## config.mk

```make
export PLATFORM = sky130hd
export DESIGN_NAME = host_control_regs
export DESIGN_NICKNAME = d
export VERILOG_FILES = /design/src/design/hostctl_pkg.sv /design/src/design/req_pulse_gen.sv /design/src/design/host_control_regs.sv
export SDC_FILE = /design/constraint.sdc
export NUM_CORES = 1
export LEC_CHECK = 0
export ABC_AREA = 1
export BUFFER_PORTS_ARGS = -buffer_cell sky130_fd_sc_hd__buf_2
export CAP_MARGIN = 5
export CORE_MARGIN = 10
export CORE_UTILIZATION = 55
export DETAILED_ROUTE_END_ITERATION = 10
export GPL_TIMING_DRIVEN = 0
export PLACE_DENSITY_LB_ADDON = 0.2
export SLEW_MARGIN = 15
export SYNTH_ARGS = -nofsm -noshare
export SYNTH_HDL_FRONTEND = slang
export SYNTH_SLANG_ARGS = --single-unit
```

## constraint.sdc

```tcl
create_clock -name clock -period 4.7 [get_ports clock]
set_input_delay 0.94 -clock clock [delete_from_list [all_inputs] [get_ports clock]]
set_output_delay 0.94 -clock clock [all_outputs]
set_load 0.02 [all_outputs]
```

## src/design/hostctl_pkg.sv

```systemverilog
// Package: register map, field layout, reset values, codes and boot block length for host control logic
// Assumes a 16-bit host data path with word-aligned register offsets
package hostctl_pkg;
    // ========================================
    // Register offsets
    localparam logic [15:0] OFF_REQ_CTRL   = 16'h940e;
    localparam logic [15:0] OFF_LOCK       = 16'h9410;
    localparam logic [15:0] OFF_BYTE_ORDER = 16'h9412;
    localparam logic [15:0] OFF_PD_TRIG    = 16'h9416;
    localparam logic [15:0] OFF_NEG        = 16'h9418;
    localparam logic [15:0] OFF_WAKE_SEL   = 16'h940c;
    localparam logic [15:0] OFF_PAGE_CMD   = 16'h0030;
    localparam logic [15:0] OFF_PAGE_SEL   = 16'h0070;
    localparam logic [15:0] OFF_BOOT_READY = 16'h0040;
    // ========================================
    // Field positions
    localparam int REQ_EN_BIT   = 0;
    localparam int REQ_POL_BIT  = 1;
    localparam int REQ_EDGE_BIT = 2;
    localparam int PW_LSB       = 4;
    localparam int PW_MSB       = 8;
    localparam int SWAP_LO_BIT  = 0;
    localparam int SWAP_HI_BIT  = 8;
    localparam int PD_BIT       = 0;
    localparam int LOCK_BIT     = 0;
    localparam int WAKE_BIT     = 8;
    localparam int SEQ_BIT      = 7;
    localparam int NEG_W        = 10;
    // ========================================
    // Reset values and codes
    localparam logic [4:0]  PW_RESET    = 5'h04;
    localparam logic [9:0]  NEG_RESET   = 10'h004;
    localparam logic [7:0]  UNLOCK_CODE = 8'h71;
    localparam logic [7:0]  MAX_PAGES   = 8'hfe;
    localparam logic [15:0] PAGE_WORDS  = 16'h0200;
    // Boot block length in words before clock source returns to strobes
    localparam logic [15:0] BOOT_WORDS  = 16'h0400;
    typedef enum logic [1:0] {
        DL_IDLE = 2'b00,
        DL_BUSY = 2'b01
    } dl_state_t;
endpackage : hostctl_pkg

```

## src/design/req_pulse_gen.sv

```systemverilog
// Transfer request pin generator, level or pulse mode
// Assumes data_ready and words_left are from the transfer engine, synchronous to clock
`timescale 1ns/1ps
module req_pulse_gen (
    // Clock and reset
    input  wire logic       clock,
    input  wire logic       rst_sync_n,
    // Configuration
    input  wire logic       req_en,
    input  wire logic       req_pol,
    input  wire logic       req_edge,
    input  wire logic [4:0] pulse_len,
    input  wire logic [9:0] early_negation_count,
    // Transfer status
    input  wire logic       data_ready,
    input  wire logic [15:0] words_left,
    // Pin
    output logic            transfer_request_pin,
    output logic            transfer_request_oe_n
);
    // ========================================
    // Pulse counter
    logic [5:0] cnt_r;
    logic       ready_d_r;
    logic       active;
    logic       level_act;
    always_ff @(posedge clock or negedge rst_sync_n) begin
        if (!rst_sync_n) begin
            cnt_r     <= 6'h00;
            ready_d_r <= 1'b0;
        end else begin
            ready_d_r <= data_ready;
            if (data_ready && !ready_d_r && req_edge && req_en) begin
                cnt_r <= {1'b0, pulse_len};
            end else if (cnt_r != 6'h00) begin
                cnt_r <= cnt_r - 6'h01;
            end
        end
    end
    // Negate once remaining words fall to the count; host keeps count below size
    assign level_act = data_ready && (words_left > {6'h00, early_negation_count});
    assign active = (pulse_len != 5'h00) && req_en &&
                    (req_edge ? (cnt_r != 6'h00) : level_act);
    always_ff @(posedge clock or negedge rst_sync_n) begin
        if (!rst_sync_n) begin
            transfer_request_pin  <= 1'b1;
            transfer_request_oe_n <= 1'b1;
        end else begin
            transfer_request_pin  <= active ^ req_pol;
            transfer_request_oe_n <= !req_en;
        end
    end
    pulse_width_a: assert property (@(posedge clock) disable iff (!rst_sync_n)
        (data_ready && !ready_d_r && req_edge && req_en && pulse_len == 5'h03 && cnt_r == 6'h00)
        |=> (cnt_r == 6'h03) ##1 (cnt_r == 6'h02) ##1 (cnt_r == 6'h01) ##1 (cnt_r == 6'h00))
        else $error("Pulse length wrong");
    zero_width_a: assert property (@(posedge clock) disable iff (!rst_sync_n)
        (pulse_len == 5'h00) |=> (transfer_request_pin == $past(req_pol)))
        else $error("Request asserted with zero width");
    level_neg_a: assert property (@(posedge clock) disable iff (!rst_sync_n)
        (!req_edge && req_en && data_ready && pulse_len != 5'h00
         && words_left <= {6'h00, early_negation_count})
        |=> (transfer_request_pin == $past(req_pol)))
        else $error("Level request not negated early");
    drive_en_a: assert property (@(posedge clock) disable iff (!rst_sync_n)
        !req_en |=> transfer_request_oe_n)
        else $error("Pin driven while disabled");
endmodule : req_pulse_gen

```

## src/design/host_control_regs.sv

```systemverilog
// Host control registers and paged boot logic of an embedded flash drive
// Assumes host bus strobes are synchronous to clock and active low; page fetch done by flash engine
`timescale 1ns/1ps
module host_control_regs (
    // Clock and reset
    input  wire logic        clock,
    input  wire logic        rst_n,
    // Host bus
    input  wire logic        ce_n,
    input  wire logic        oe_n,
    input  wire logic        we_n,
    input  wire logic [15:0] addr,
    input  wire logic [15:0] wdata,
    output logic [15:0]      rdata,
    output logic             rdata_oe_n,
    output logic             busy_n,
    // Configuration
    input  wire logic        device_id0,
    input  wire logic        boot_mode,
    // Flash engine and transfer status
    input  wire logic        data_ready,
    input  wire logic [15:0] words_left,
    input  wire logic        page_done,
    input  wire logic [15:0] boot_word,
    // Block controls
    output logic             deep_sleep_mode,
    output logic             protected_blocked,
    output logic             strobe_clock_sel,
    output logic             page_load_req,
    output logic [7:0]       page_index,
    output logic [15:0]      swapped_wdata,
    // Request pin
    output logic             transfer_request_pin,
    output logic             transfer_request_oe_n
);
    // ========================================
    // Reset synchroniser
    logic rst_s1_r;
    logic rst_sync_n;
    always_ff @(posedge clock or negedge rst_n) begin
        if (!rst_n) begin
            rst_s1_r   <= 1'b0;
            rst_sync_n <= 1'b0;
        end else begin
            rst_s1_r   <= 1'b1;
            rst_sync_n <= rst_s1_r;
        end
    end
    // ========================================
    // Bus decode
    function automatic logic swap16_en(input logic en);
        swap16_en = en;
    endfunction : swap16_en
    function automatic logic [15:0] swap16(input logic [15:0] d, input logic en);
        swap16 = en ? {d[7:0], d[15:8]} : d;
    endfunction : swap16
    logic        we_d_r;
    logic        wr_pulse;
    logic        rd_act;
    logic        swap_r;
    logic [15:0] wd;
    always_ff @(posedge clock or negedge rst_sync_n) begin
        if (!rst_sync_n) begin
            we_d_r <= 1'b1;
        end else begin
            we_d_r <= we_n;
        end
    end
    // One write per falling edge of write strobe; edge-sensitive bus
    assign wr_pulse = !ce_n && !we_n && we_d_r;
    assign rd_act   = !ce_n && !oe_n;
    assign wd       = swap16(wdata, swap16_en(swap_r));
    // ========================================
    // Control registers
    logic       req_en_r;
    logic       req_pol_r;
    logic       req_edge_r;
    logic [4:0] pw_r;
    logic [9:0] neg_r;
    logic       lock_r;
    logic       wake_sel_r;
    always_ff @(posedge clock or negedge rst_sync_n) begin
        if (!rst_sync_n) begin
            req_en_r   <= 1'b0;
            req_pol_r  <= 1'b1;
            req_edge_r <= 1'b0;
            pw_r       <= hostctl_pkg::PW_RESET;
        end else if (wr_pulse && addr == hostctl_pkg::OFF_REQ_CTRL) begin
            req_en_r   <= wd[hostctl_pkg::REQ_EN_BIT];
            req_pol_r  <= wd[hostctl_pkg::REQ_POL_BIT];
            req_edge_r <= wd[hostctl_pkg::REQ_EDGE_BIT];
            pw_r       <= wd[hostctl_pkg::PW_MSB:hostctl_pkg::PW_LSB];
        end
    end
    always_ff @(posedge clock or negedge rst_sync_n) begin
        if (!rst_sync_n) begin
            neg_r <= hostctl_pkg::NEG_RESET;
        end else if (wr_pulse && addr == hostctl_pkg::OFF_NEG) begin
            neg_r <= wd[hostctl_pkg::NEG_W-1:0];
        end
    end
    always_ff @(posedge clock or negedge rst_sync_n) begin
        if (!rst_sync_n) begin
            lock_r <= 1'b0;
        end else if (wr_pulse && addr == hostctl_pkg::OFF_LOCK && wd[hostctl_pkg::LOCK_BIT]) begin
            lock_r <= 1'b1;
        end
    end
    always_ff @(posedge clock or negedge rst_sync_n) begin
        if (!rst_sync_n) begin
            swap_r <= 1'b0;
        end else if (wr_pulse && addr == hostctl_pkg::OFF_BYTE_ORDER) begin
            // Either lane sets, so the host's own byte order does not matter
            swap_r <= wdata[hostctl_pkg::SWAP_LO_BIT] | wdata[hostctl_pkg::SWAP_HI_BIT];
        end
    end
    always_ff @(posedge clock or negedge rst_sync_n) begin
        if (!rst_sync_n) begin
            wake_sel_r <= 1'b0;
        end else if (wr_pulse && addr == hostctl_pkg::OFF_WAKE_SEL) begin
            wake_sel_r <= wd[hostctl_pkg::WAKE_BIT];
        end
    end
    // ========================================
    // Deep sleep entry and wake
    logic wake_evt;
    assign wake_evt = wake_sel_r ? (!ce_n && (!oe_n || !we_n)) : !ce_n;
    always_ff @(posedge clock or negedge rst_sync_n) begin
        if (!rst_sync_n) begin
            deep_sleep_mode <= 1'b0;
        end else if (wr_pulse && addr == hostctl_pkg::OFF_PD_TRIG && wd[hostctl_pkg::PD_BIT]) begin
            deep_sleep_mode <= 1'b1;
        end else if (deep_sleep_mode && wake_evt && !wr_pulse) begin
            deep_sleep_mode <= 1'b0;
        end
    end
    always_ff @(posedge clock or negedge rst_sync_n) begin
        if (!rst_sync_n) begin
            protected_blocked <= 1'b0;
        end else begin
            protected_blocked <= lock_r;
        end
    end
    // ========================================
    // Paged boot download
    hostctl_pkg::dl_state_t state_r;
    logic       unlocked_r;
    logic [7:0] pages_r;
    always_ff @(posedge clock or negedge rst_sync_n) begin
        if (!rst_sync_n) begin
            unlocked_r <= 1'b0;
        end else if (wr_pulse) begin
            // Only the write directly after the unlock may use it
            unlocked_r <= (addr == hostctl_pkg::OFF_PAGE_CMD) &&
                          (wd[7:0] == hostctl_pkg::UNLOCK_CODE);
        end
    end
    always_ff @(posedge clock or negedge rst_sync_n) begin
        if (!rst_sync_n) begin
            state_r       <= hostctl_pkg::DL_BUSY;
            page_load_req <= 1'b1;
            page_index    <= 8'h00;
            pages_r       <= 8'h00;
        end else begin
            page_load_req <= 1'b0;
            unique case (state_r)
                hostctl_pkg::DL_IDLE: begin
                    if (wr_pulse && addr == hostctl_pkg::OFF_PAGE_SEL && unlocked_r
                        && device_id0 == 1'b0 && pages_r < hostctl_pkg::MAX_PAGES) begin
                        state_r       <= hostctl_pkg::DL_BUSY;
                        page_load_req <= 1'b1;
                        pages_r       <= pages_r + 8'h01;
                        page_index    <= wd[hostctl_pkg::SEQ_BIT] ? page_index + 8'h01
                                                                  : 8'h00;
                    end
                end
                hostctl_pkg::DL_BUSY: begin
                    if (page_done) begin
                        state_r      <= hostctl_pkg::DL_IDLE;
                    end
                end
                default: begin
                    state_r <= hostctl_pkg::DL_IDLE;
                end
            endcase
        end
    end
    always_ff @(posedge clock or negedge rst_sync_n) begin
        if (!rst_sync_n) begin
            busy_n <= 1'b1;
        end else begin
            busy_n <= 1'b1;
        end
    end
    // ========================================
    // Async boot fetch and clock source
    logic [15:0] boot_cnt_r;
    logic [15:0] addr_d_r;
    always_ff @(posedge clock or negedge rst_sync_n) begin
        if (!rst_sync_n) begin
            boot_cnt_r       <= 16'h0000;
            addr_d_r         <= 16'h0000;
            strobe_clock_sel <= 1'b0;
        end else begin
            addr_d_r <= addr;
            if (boot_mode && !strobe_clock_sel && rd_act && addr != addr_d_r) begin
                boot_cnt_r <= boot_cnt_r + 16'h0001;
                if (boot_cnt_r == hostctl_pkg::BOOT_WORDS - 16'h0001) begin
                    strobe_clock_sel <= 1'b1;
                end
            end
            if (!boot_mode) begin
                strobe_clock_sel <= 1'b1;
            end
        end
    end
    // ========================================
    // Read mux
    logic [15:0] rd_nxt;
    always_comb begin
        rd_nxt = 16'h0000;
        if (boot_mode && !strobe_clock_sel) begin
            rd_nxt = boot_word;
        end else begin
            unique case (addr)
                hostctl_pkg::OFF_REQ_CTRL: begin
                    rd_nxt = {7'h00, pw_r, 1'b0, req_edge_r, req_pol_r, req_en_r};
                end
                hostctl_pkg::OFF_NEG: rd_nxt = {6'h00, neg_r};
                hostctl_pkg::OFF_LOCK: rd_nxt = {15'h0000, lock_r};
                hostctl_pkg::OFF_BYTE_ORDER: rd_nxt = {7'h00, swap_r, 7'h00, swap_r};
                hostctl_pkg::OFF_WAKE_SEL: rd_nxt = {7'h00, wake_sel_r, 8'h00};
                hostctl_pkg::OFF_BOOT_READY: begin
                    rd_nxt = {15'h0000, state_r == hostctl_pkg::DL_IDLE};
                end
                default: rd_nxt = 16'h0000;
            endcase
        end
    end
    always_ff @(posedge clock or negedge rst_sync_n) begin
        if (!rst_sync_n) begin
            rdata         <= 16'h0000;
            rdata_oe_n    <= 1'b1;
            swapped_wdata <= 16'h0000;
        end else begin
            rdata         <= swap16(rd_nxt, swap_r);
            rdata_oe_n    <= !rd_act;
            swapped_wdata <= wd;
        end
    end
    // ========================================
    // Request pin
    req_pulse_gen u_req (
        .clock                (clock),
        .rst_sync_n           (rst_sync_n),
        .req_en               (req_en_r),
        .req_pol              (req_pol_r),
        .req_edge             (req_edge_r),
        .pulse_len            (pw_r),
        .early_negation_count (neg_r),
        .data_ready           (data_ready),
        .words_left           (words_left),
        .transfer_request_pin (transfer_request_pin),
        .transfer_request_oe_n(transfer_request_oe_n)
    );
    // ========================================
    // Checks
    pd_entry_a: assert property (@(posedge clock) disable iff (!rst_sync_n)
        (wr_pulse && addr == hostctl_pkg::OFF_PD_TRIG && wd[0]) |=> deep_sleep_mode)
        else $error("Deep sleep not entered");
    lock_sticky_a: assert property (@(posedge clock) disable iff (!rst_sync_n)
        lock_r |=> lock_r ##1 protected_blocked)
        else $error("Lock cleared");
    lock_block_a: assert property (@(posedge clock) disable iff (!rst_sync_n)
        $rose(lock_r) |=> protected_blocked)
        else $error("Lock not blocking");
    swap_set_a: assert property (@(posedge clock) disable iff (!rst_sync_n)
        (wr_pulse && addr == hostctl_pkg::OFF_BYTE_ORDER && (wdata[0] | wdata[8])) |=> swap_r)
        else $error("Swap not set");
    swap_data_a: assert property (@(posedge clock) disable iff (!rst_sync_n)
        swap_r && $stable(swap_r) |-> swapped_wdata == {$past(wdata[7:0]), $past(wdata[15:8])})
        else $error("Data not swapped");
    page_unlock_a: assert property (@(posedge clock) disable iff (!rst_sync_n)
        (wr_pulse && addr == hostctl_pkg::OFF_PAGE_SEL && !unlocked_r) |=> !page_load_req)
        else $error("Page select taken without unlock");
    busy_quiet_a: assert property (@(posedge clock) disable iff (!rst_sync_n)
        (state_r == hostctl_pkg::DL_BUSY) |-> busy_n)
        else $error("Busy asserted during download");
    cascade_block_a: assert property (@(posedge clock) disable iff (!rst_sync_n)
        (device_id0 && state_r == hostctl_pkg::DL_IDLE) |=> !page_load_req)
        else $error("Second device downloading");
    fill_req_a: assert property (@(posedge clock) disable iff (!rst_sync_n)
        $rose(rst_sync_n) |-> (page_load_req && state_r == hostctl_pkg::DL_BUSY))
        else $error("No fill after reset");
    seq_page_a: assert property (@(posedge clock) disable iff (!rst_sync_n)
        (page_load_req && $past(state_r == hostctl_pkg::DL_IDLE && wd[hostctl_pkg::SEQ_BIT]))
        |-> (page_index == $past(page_index) + 8'h01))
        else $error("Sequential page not next");
    page_zero_a: assert property (@(posedge clock) disable iff (!rst_sync_n)
        (page_load_req && $past(state_r == hostctl_pkg::DL_IDLE && !wd[hostctl_pkg::SEQ_BIT]))
        |-> (page_index == 8'h00))
        else $error("Fixed page not zero");
    boot_word_a: assert property (@(posedge clock) disable iff (!rst_sync_n)
        (boot_mode && !strobe_clock_sel) |=> (rdata == $past(swap16(boot_word, swap_r))))
        else $error("Boot word not returned");
    boot_done_a: assert property (@(posedge clock) disable iff (!rst_sync_n)
        (boot_mode && rd_act && addr != addr_d_r
         && boot_cnt_r == hostctl_pkg::BOOT_WORDS - 16'h0001) |=> strobe_clock_sel)
        else $error("Clock source not returned");
    reserved_bits_a: assert property (@(posedge clock) disable iff (!rst_sync_n)
        (rd_act && strobe_clock_sel && addr == hostctl_pkg::OFF_LOCK)
        |=> ((rdata & 16'hfefe) == 16'h0000))
        else $error("Reserved lock bits set");
    cs_wake_a: assert property (@(posedge clock) disable iff (!rst_sync_n)
        (deep_sleep_mode && !wake_sel_r && !ce_n && !wr_pulse) |=> !deep_sleep_mode)
        else $error("Chip select did not wake");
    access_wake_a: assert property (@(posedge clock) disable iff (!rst_sync_n)
        (deep_sleep_mode && wake_sel_r && oe_n && we_n) |=> deep_sleep_mode)
        else $error("Woken without access");
endmodule : host_control_regs

```

# [Word level (Yosys, flattened, before mapping)]
# Index checks and enable logic that the tools add are counted.
# Widths: inputs -> output; s select.
[op_classes] n_addsub=4 order_cmp=2 eq_ne=17 muxes=19 bitwise_logic=3 reduce_logical=45
[op_table] op="$eq 16x16->1 const B" n=6
[op_table] op="$pmux 10 s6" n=1
[op_table] op="$mux 16" n=3
[op_table] op="$eq 16x7->1 const B" n=2
[op_table] op="$logic_and 1x1->1" n=28
[op_table] op="$add 16x1->16 const B" n=1
[op_table] op="$add 8x1->8 const B" n=2
[op_table] op="$eq 16x10->1 const B" n=1
[op_table] op="$eq 16x6->1 const B" n=1
[op_table] op="$gt 16x10->1" n=1
[op_table] op="$ne 16x16->1" n=1
[op_table] op="$mux 6" n=2
[op_table] op="$mux 1" n=9
[op_table] op="$eq 8x7->1 const B" n=1
[op_table] op="$logic_not 1->1" n=8
[op_table] op="$lt 8x8->1 const B" n=1
[op_table] op="$mux 8" n=1
[op_table] op="$reduce_and 2->1" n=3
[op_table] op="$reduce_bool 6->1" n=1
[op_table] op="$sub 6x1->6 const B" n=1
[op_table] op="$reduce_bool 5->1" n=1
[op_table] op="$mux 2" n=2
[op_table] op="$ne 2x1->1 const B" n=2
[op_table] op="$ne 2x2->1 const B" n=2
[op_table] op="other kinds (8)" n=9
[totals] reg_bits=121 in_bits=73 out_inout_bits=48 word_cells=118

# [Depth between registers and ports, before layout]
# Gate-level depths: netlist of the first run.
[logic_depth] depth_word=9 depth_mapped=16 mapped_depth_nobuf=16

# [Modules after synthesis]
# A second synthesis of the first run with hierarchy kept.
[hier_totals] hier_cells=753 area_unflattened_um2=6302.3
[by_module_without_submodules] mod="host_control_regs" instances=1 cells_per_inst=645 area_each_um2=5521.5 seq_area_each_um2=2786.4
[by_module_without_submodules] mod="req_pulse_gen" instances=1 cells_per_inst=108 area_each_um2=780.7 seq_area_each_um2=227.7

# [Worst setup path after synthesis of the first run]
# OpenSTA, ideal clock, no wires.
[synth_path] kind="input port to flip-flop" start="in we_n" end="reg page_index[3]" setup_time_ns=0.119 t_arrival_ns=1.933 required_time_ns=4.581 setup_slack_ns=2.648 cell_stages=8 path_buffers=0 cell_sequence="inv_1 -> nand2_1 -> nor2_4 -> nand3_2 -> nor3_4 -> nand2_2 -> xor2_1 -> nor2_2"
[synth_via] elab_chain_cells=8
[synth_rtl] element="start, declared" line="host_control_regs.sv:11" text="input wire logic we_n,"
[synth_rtl] element="$logic_not 1->1" line="host_control_regs.sv:70" text="assign wr_pulse = !ce_n && !we_n && we_d_r;"
[synth_rtl] element="$logic_and 1x1->1 (2 in series)" line="host_control_regs.sv:70"
[synth_rtl] element="$logic_and 1x1->1 (2 in series)" line="host_control_regs.sv:168" text="if (wr_pulse && addr == hostctl_pkg::OFF_PAGE_SEL && unlocked_r"
[synth_rtl] element="$logic_and 1x1->1 (2 in series)" line="host_control_regs.sv:169" text="&& device_id0 == 1'b0 && pages_r < hostctl_pkg::MAX_PAGES) begin"
[synth_rtl] element="$reduce_and 2->1 (no line)"
[synth_rtl] element="end signal, assigned" line="host_control_regs.sv:173" text="page_index <= wd[hostctl_pkg::SEQ_BIT] ? page_index + 8'h01"
[synth_rtl] element="end, declared" line="host_control_regs.sv:30" text="output logic [7:0] page_index,"
# No other way between the ends.
# A chain may end at the register's enable or synchronous reset.

# [Worst setup path after layout of the first run]
[layout_path] start="reg page_load_req" end="out page_load_req"
[layout_rtl] element="start, declared" line="host_control_regs.sv:29" text="output logic page_load_req,"
[layout_rtl] element="start signal, assigned" line="host_control_regs.sv:161" text="page_load_req <= 1'b1;"
[layout_rtl] element="start signal, assigned" line="host_control_regs.sv:165" text="page_load_req <= 1'b0;"
[layout_rtl] element="start signal, assigned" line="host_control_regs.sv:171" text="page_load_req <= 1'b1;"
# No word-level cell between the ends.

==> flow_summary_export.csv, run 1 <==
group,metric,value,unit
run_status,run_status,"complete, no violations",
synth,share_of_the_synthesized_netlist_area_taken_by_xor_and_xnor_gates,5.63,%
critical_path,worstPathArrival,1.22,ns
critical_path,timing.critical_path.cells,"buf_2",
synth,synthFlopType,"sky130_fd_sc_hd__dfrtp_1",
floorplan,initial_utilization,56.0,%
global_route,antenna_found_initial,0,
sta,timing.final.hold_violations,0,
sta,rsz_0062_raised_after_global_routing,"false",
clock_network,cts.sink_count,120,
placed_design,io_buffer_count,119,
critical_path,start_kind,"flip-flop",
sta,final.setup_skew,0.00697,ns
clock_network,cts-buffers-inserted,17,
critical_path,worst-path-max-fanout,1,
sta,worst_hold_slack,0.166,ns
placed_design,post-place-cells,1001,
cells_and_area,final_common_cell,"sky130_fd_sc_hd__nand2_1",
clock_network,cts_hold_repair.buffers,0,
critical_path,crit_path_max_incr_delay,0.52,ns
synth,synth.yosys.seq_area_share,49.6,%
cells_and_area,multi_input_comb_area,2660,um^2
power_and_ir_drop,power.static_leakage,3.80,nW
synth,synthDominantAreaCellType,"sky130_fd_sc_hd__dfrtp_1",
critical_path,critical-path-slowest-cell,"sky130_fd_sc_hd__dfstp_2",
drt,drt-vias-per-instance,5.25,
global_route,globalRouteMet3Util,7.01,%
run,cap_violations,0,
global_route,grt_start_max_net_pins,64,
power_and_ir_drop,p_per_area,360,nW/um^2
drt,route.vias.total,5419,
drt,remaining_drc_errors,0,
synth,number_of_flops_mapped_to_enable_cells_by_yosys,0,
synth,asyncSetResetFlopFracSynth,100,%
synth,synth-simple-area-share,28.0,%
critical_path,crit_buf_inv,1,
clock_network,h_tree_lvl_count,4,
synth,synth_cells,740,
cells_and_area,final_net_count,968,
global_route,global_route.usage.met1,23.4,%
drt,drt_iter0_markers,465,
floorplan,num_rows,38,
placed_design,gp_routability_congestion,0.897,
cells_and_area,seq_area,3020,um^2
cells_and_area,mostFrequentLayoutCells,"223 x sky130_fd_sc_hd__nand2_1, 126 x sky130_fd_sc_hd__buf_2, 110 x sky130_fd_sc_hd__dfrtp_1",
synth,postSynthAreaPerCell,8.20,um^2
synth,synth_fa_ha_area_share,3.09,%
sta,period_share,46.0,%
global_route,first_global_vias,5547,
sta,maxSlewHeadroom,42.9,%
sta,finalMaxSlewViolations,0,
power_and_ir_drop,vdd_ir_drop_max,0.316,mV
drt,route.antenna.remaining_nets,0,
synth,synthDistinctLibCells,41,
floorplan,fp.dieH,125,um
clock_network,worst_setup_hold_path_clk_slew,0.06,ns
drt,routed_wire_length_per_instance,15.2,um
sta,tightestPinTransition,0.847,ns
global_route,busiest_layer,"met2",
sta,setup_viol,0,
clock_network,tritoncts,"yes",
critical_path,setup_crit_end_kind,"output port",
cells_and_area,instances_no_fill,1033,
critical_path,critical_path.top_delay_family,"flip-flops",
synth,synth_compound_gate_area_share,6.55,%
worst_hold_path,hp-class,"input pin to async pin",
floorplan,coreArea,10800,um^2
placed_design,dp.final_hpwl,11800,um
critical_path,worst-setup-path-type,"flip-flop to output port",
drt,drt_pre_antenna_iters,5,
synth,post_synth_instance_area,6070,um^2
sta,period_needed,2.16,ns
global_route,groute.usage.overall,20.4,%
global_route,total_gr_overflow,0,
floorplan,top_level_ports,121,
synth,synthMuxAreaShare,0.371,%
floorplan,horizontal_extent_of_the_die,125,um
synth,largest_family_of_logic_cells_by_synthesized_area,"simple AND/OR/NAND/NOR gates",
clock_network,clkLatencyLatePin,0.55,ns
cells_and_area,num-fill-cells,858,
critical_path,crit_required,3.76,ns
cells_and_area,layout-drive-gt1-share,22.5,%
synth,synth.ff_latch_count,120,
clock_network,root_buffer,"sky130_fd_sc_hd__clkbuf_8",
synth,synth_top_cell_area_share,45.8,%
clock_network,post_cts_setup_driven_buffer_insertion_count,0,
global_route,grt_util_met2,34.3,%
global_route,global_route_wire_length_before_repair,26500,um
cells_and_area,area.growth.synth_to_final,24.6,%
sta,max_freq,0.462,GHz
synth,synth.top_cells.by_area,"sky130_fd_sc_hd__dfrtp_1 46%, sky130_fd_sc_hd__nand2_1 14%, sky130_fd_sc_hd__inv_1 5.3%, sky130_fd_sc_hd__nand3_1 4.0%, sky130_fd_sc_hd__dfstp_2 3.9%",
cells_and_area,antenna_cells_inserted,0,
drt,routed_wl,15800,um
clock_network,ctsResizeCount,0,
floorplan,design.die.area,15600,um^2
clock_network,clockBufferDepth,2,
synth,synth-warning-count,0,
through the flow:
stage	power [W]	setup TNS (ns)	utilization [%]	setup WS, ns	cell area [um^2]
3_3_place_gp	0.00121	-9.08	63.1	-0.0914	6850
3_5_place_dp	0.00122	0	63.4	2.23	6880
4_1_cts	0.00274	0	69.8	2.53	7560
6_report	0.00272	0	69.8	2.54	7560
5_1_grt	0.00280	0	69.8	2.52	7560
2_1_floorplan	0.00115	0	-	1.13	6070
worst paths after layout:
check	slack [ns]	startpoint	end	cells past startpoint
worst max-delay path	2.54	page_load_req	page_load_req	1
worst min-delay path	0.17	rst_n	rst_sync_n	1
worst max register to register	2.88	strobe_clock_sel	boot_cnt_r[13]	7
worst min register to register	0.35	rst_s1_r	rst_sync_n	0
max in group asynchronous	3.51	rst_sync_n	neg_r[2]	1
min in group clock	0.35	rst_s1_r	rst_sync_n	0
power by group:
group | switching (W) | internal (W) | total, W
sequential | 0.0000184 | 0.00105 | 0.00107
combinational | 0.0000803 | 0.0000530 | 0.000133
clock | 0.000495 | 0.00102 | 0.00152
total | 0.000594 | 0.00213 | 0.00272
per-layer routing:
layer  part of all wire (%)  wire length (um)
met1                     40              6330
met3                    7.0              1100
met4                    2.2               342
met5                      0                 0
met2                     51              7970
flip-flops by register name (all words and copies together) (netlist names), 5 cells and up:
name and count:
addr_d_r 16, boot_cnt_r 16, rdata 16, swapped_wdata 16, neg_r 10, page_index 8, pages_r 8, u_req.cnt_r 6
pw_r 5
synth_stat cells (2+ instances only):
master,n
sky130_fd_sc_hd__a21oi_1,4
sky130_fd_sc_hd__a31oi_1,2
sky130_fd_sc_hd__and2_1,2
sky130_fd_sc_hd__buf_2,7
sky130_fd_sc_hd__buf_4,3
sky130_fd_sc_hd__clkbuf_1,4
sky130_fd_sc_hd__dfrtp_1,111
sky130_fd_sc_hd__dfstp_2,9
sky130_fd_sc_hd__ha_1,15
sky130_fd_sc_hd__inv_1,86
sky130_fd_sc_hd__mux2_2,2
sky130_fd_sc_hd__nand2_1,223
sky130_fd_sc_hd__nand2_2,6
sky130_fd_sc_hd__nand3_1,49
sky130_fd_sc_hd__nand3_2,2
sky130_fd_sc_hd__nand4_1,11
sky130_fd_sc_hd__nor2_1,56
sky130_fd_sc_hd__nor2_2,7
sky130_fd_sc_hd__nor2_4,2
sky130_fd_sc_hd__nor3_1,19
sky130_fd_sc_hd__o21ai_0,33
sky130_fd_sc_hd__o21ai_1,16
sky130_fd_sc_hd__o221ai_1,2
sky130_fd_sc_hd__o22ai_1,9
sky130_fd_sc_hd__o31ai_1,3
sky130_fd_sc_hd__or2_2,5
sky130_fd_sc_hd__xnor2_1,14
sky130_fd_sc_hd__xor2_1,25
layout make-up:
| cell class | instances | share of cell area, % |
|---|---|---|
| Clock inverter | 15 | 3.62 |
| Inverter | 87 | 4.32 |
| Timing Repair Buffer | 120 | 8.24 |
| Sequential cell | 120 | 39.9 |
| Buffer | 15 | 1.01 |
| Multi-Input combinational cell | 519 | 35.1 |
| Clock buffer | 17 | 5.47 |
| Tap cell | 140 | 2.32 |
cell families after synthesis:
group                    count (synthesis)
buffers and inverters                  102
other                                    1
AO/OA/AOI/OAI                           72
XOR/XNOR                                39
flip-flops                             120
adder cells (fa/ha/maj)                 15
AND/OR/NAND/NOR                        389
multiplexers                             2
Note: power is estimated with default switching activity, not from simulation.
==> inputs of run 2 (changes only) <==
--- a/config.mk
+++ b/config.mk
@@ -5,11 +5,11 @@
 export SDC_FILE = /design/constraint.sdc
 export NUM_CORES = 1
 export LEC_CHECK = 0
-export ABC_AREA = 1
+export ABC_AREA = 0
 export BUFFER_PORTS_ARGS = -buffer_cell sky130_fd_sc_hd__buf_2
 export CAP_MARGIN = 5
 export CORE_MARGIN = 10
-export CORE_UTILIZATION = 55
+export CORE_UTILIZATION = 49
 export DETAILED_ROUTE_END_ITERATION = 10
 export GPL_TIMING_DRIVEN = 0
 export PLACE_DENSITY_LB_ADDON = 0.2
==> constraint.sdc (replaced) <==
create_clock -name clock -period 1.9 [get_ports clock]
set_input_delay 0.38 -clock clock [delete_from_list [all_inputs] [get_ports clock]]
set_output_delay 0.38 -clock clock [all_outputs]
set_load 0.02 [all_outputs]
==> flow_summary_export.csv, run 2 <==
group,metric,value,unit
critical_path,crit_buf_inv,2,
global_route,antenna_found_initial,1,
run,cap_violations,0,
critical_path,timing.rr.end,"pages_r[3]",
clock_network,cts.sink_count,120,
critical_path,cp-startpoint,"we_d_r",
worst_hold_path,holdPathStages,1,
cells_and_area,stdcell_area,7540,um^2
drt,drt-vias-per-instance,5.54,
power_and_ir_drop,vdd_ir_drop_max,0.619,mV
cells_and_area,final_common_cell,"sky130_fd_sc_hd__buf_2",
synth,synth.most_common_cell,"sky130_fd_sc_hd__dfrtp_1",
power_and_ir_drop,p_per_area,857,nW/um^2
sta,finalSetupTns,-3.67,ns
clock_network,clockBufferDepth,2,
placed_design,place_ws,-0.663,ns
critical_path,critical_path.top_delay_family,"simple AND/OR/NAND/NOR gates",
sta,finalMaxSlewViolations,0,
cells_and_area,postLayoutCoreUtil,66.6,%
floorplan,design.die.area,16200,um^2
clock_network,tritoncts,"yes",
sta,rsz_0062_raised_after_global_routing,"true",
critical_path,critical-path-slowest-cell,"sky130_fd_sc_hd__dfstp_2",
critical_path,crit_path_max_incr_delay,0.52,ns
floorplan,top_level_ports,121,
synth,synthFlopType,"sky130_fd_sc_hd__dfrtp_1",
clock_network,h_tree_lvl_count,4,
drt,routed_wl,15100,um
sta,timing.final.hold_violations,0,
drt,drt_pre_antenna_iters,6,
floorplan,fp.dieH,127,um
critical_path,reg2reg_setup_slack,-0.33,ns
synth,number_of_flops_mapped_to_enable_cells_by_yosys,0,
synth,synth.top_cells.by_area,"sky130_fd_sc_hd__dfrtp_1 49%, sky130_fd_sc_hd__o21ai_0 4.4%, sky130_fd_sc_hd__xnor2_1 4.3%, sky130_fd_sc_hd__dfstp_2 4.2%, sky130_fd_sc_hd__mux2_2 3.8%",
placed_design,post-place-cells,790,
global_route,groute.usage.overall,18.5,%
drt,drt_iter0_markers,364,
global_route,first_global_vias,4833,
clock_network,root_buffer,"sky130_fd_sc_hd__clkbuf_16",
global_route,total_gr_overflow,0,
cells_and_area,final_net_count,772,
drt,routed_wire_length_per_instance,18.0,um
floorplan,initial_utilization,49.8,%
cells_and_area,instances_no_fill,841,
critical_path,start_kind,"flip-flop",
synth,synth_cells,525,
floorplan,coreArea,11300,um^2
global_route,global_route_wire_length_before_repair,24200,um
critical_path,rr_startpoint,"we_d_r",
drt,route.antenna.remaining_nets,0,
clock_network,cts-buffers-inserted,17,
sta,final_critical_path_setup_slack,-0.330,ns
cells_and_area,mostFrequentLayoutCells,"123 x sky130_fd_sc_hd__buf_2, 110 x sky130_fd_sc_hd__dfrtp_1, 41 x sky130_fd_sc_hd__nand2_1",
clock_network,clkLatencyLatePin,0.42,ns
floorplan,horizontal_extent_of_the_die,127,um
critical_path,worst-path-max-fanout,5,
worst_hold_path,worst_hold_startpoint,"addr[0]",
critical_path,worstPathArrival,2.52,ns
placed_design,io_buffer_count,119,
synth,postSynthAreaPerCell,10.7,um^2
synth,synth.ff_latch_count,120,
worst_hold_path,hp-class,"input pin to flip-flop",
sta,final.setup_skew,0.00616,ns
sta,tightestPinTransition,0.563,ns
cells_and_area,area.growth.synth_to_final,33.7,%
synth,post_synth_instance_area,5640,um^2
critical_path,setup_crit_end_kind,"flip-flop",
run_status,violations,"setup timing",
sta,period_share,117,%
power_and_ir_drop,power.static_leakage,3.64,nW
drt,remaining_drc_errors,0,
drt,route.vias.total,4659,
placed_design,placed_cell_area,6560,um^2
synth,synth.yosys.seq_area_share,53.5,%
sta,max_freq,0.448,GHz
worst_hold_path,holdPathEnd,"addr_d_r[0]",
floorplan,num_rows,39,
run_status,run_status,"finished, violations left",
synth,synthDistinctLibCells,56,
synth,synth.top_cells.by_count,"111 x sky130_fd_sc_hd__dfrtp_1, 50 x sky130_fd_sc_hd__o21ai_0, 42 x sky130_fd_sc_hd__nand2_1",
placed_design,gp_routability_congestion,0.879,
cells_and_area,layout-drive-gt1-share,37.2,%
critical_path,crit_required,2.19,ns
synth,synth-warning-count,0,
placed_design,dp.final_hpwl,11100,um
critical_path,worst-setup-path-type,"flip-flop to flip-flop",
sta,period_needed,2.23,ns
synth,asyncSetResetFlopFracSynth,100,%
synth,synthDominantAreaCellType,"sky130_fd_sc_hd__dfrtp_1",
critical_path,timing.reg2reg.worst_path_depth,7,
clock_network,worst_setup_hold_path_clk_slew,0.05,ns
global_route,grt_start_max_net_pins,48,
sta,maxSlewHeadroom,62.5,%
cells_and_area,num-fill-cells,900,
synth,synth_top_cell_area_share,49.3,%
critical_path,timing.critical_path.cells,"or3b_4 > or4_4 > nor4_4 > buf_6 > nand4_1 > buf_4 > xnor2_2",
sta,setup_viol,19,
run 2: cell count changes in the layout (fill, tap and decap cells not counted), sizes merged, moves of 9 or more:
| cell | delta |
|---|---|
| mux2i | +13 |
| nor4 | +12 |
| nand3 | -21 |
| nor2 | -40 |
| inv | -56 |
| nor3 | -11 |
| xor2 | -9 |
| mux2 | +17 |
| buf | +21 |
| nand2 | -185 |
| xnor2 | +14 |
run 2: cell families after synthesis:
group                    share of synthesized area, %
AO/OA/AOI/OAI                                    9.01
flip-flops                                       53.5
adder cells (fa/ha/maj)                          3.33
multiplexers                                     6.10
buffers and inverters                            3.86
XOR/XNOR                                         6.83
other                                          0.0665
AND/OR/NAND/NOR                                  17.4
run 2: report_power, final:
part,switching [W],internal [W]
Combinational,0.000369,0.000295
Clock,0.00110,0.00191
Sequential,0.0000968,0.00269
run 2: per-stage QoR:
step / power [W] / hold WS, ns
2_1_floorplan: 0.00321 / 0.0844
3_3_place_gp: 0.00342 / 0.164
3_5_place_dp: 0.00346 / 0.167
4_1_cts: 0.00649 / 0.0811
5_1_grt: 0.00670 / 0.0828
6_report: 0.00646 / 0.0897
run 2: layout make-up:
cell class / count / area (um^2) / area share, %
Multi-Input combinational cell: 354 / 2690 / 35.7
Clock buffer: 22 / 444 / 5.89
Buffer: 18 / 135 / 1.79
Tap cell: 143 / 179 / 2.37
Timing Repair Buffer: 141 / 846 / 11.2
Clock inverter: 10 / 105 / 1.39
Sequential cell: 120 / 3020 / 40.0
Inverter: 32 / 121 / 1.61
Antenna cell: 1 / 2.50 / 0.0332
run 2: per-layer routing:
metal / global-route usage (%) / vias up / part of all wire [%]
met5: 0 / - / 0
li1: - / 2200 / -
met2: 28.9 / 172 / 47
met1: 23.4 / 2267 / 44
met4: 6.70 / 0 / 1.5
met3: 6.33 / 20 / 7.9
run 2: worst register-to-register path, stage by stage, from the launching register on:
cell                      delay (ns)
sky130_fd_sc_hd__dfstp_2        0.52
sky130_fd_sc_hd__or3b_4         0.37
sky130_fd_sc_hd__or4_4          0.43
sky130_fd_sc_hd__nor4_4         0.15
sky130_fd_sc_hd__buf_6          0.16
sky130_fd_sc_hd__nand4_1        0.17
sky130_fd_sc_hd__buf_4          0.20
sky130_fd_sc_hd__xnor2_2        0.12
run 2: worst max path at each step:
stage                 endpoint  cells after the start
global placement      neg_r[7]                      7
CTS                 pages_r[5]                      7
finish              pages_r[3]                      7
detailed placement    neg_r[7]                      7
global route        pages_r[3]                      7
floorplan           pages_r[1]                      5
run 2: repair_timing:
action	4_1_cts	5_1_grt
setup buffers	7	11
gates resized for setup	31	47
hold buffers	1	0
endpoints found under the setup margin	58	47
endpoints found under the hold margin	2	0
gates cloned	1	0
pin swaps	14	24
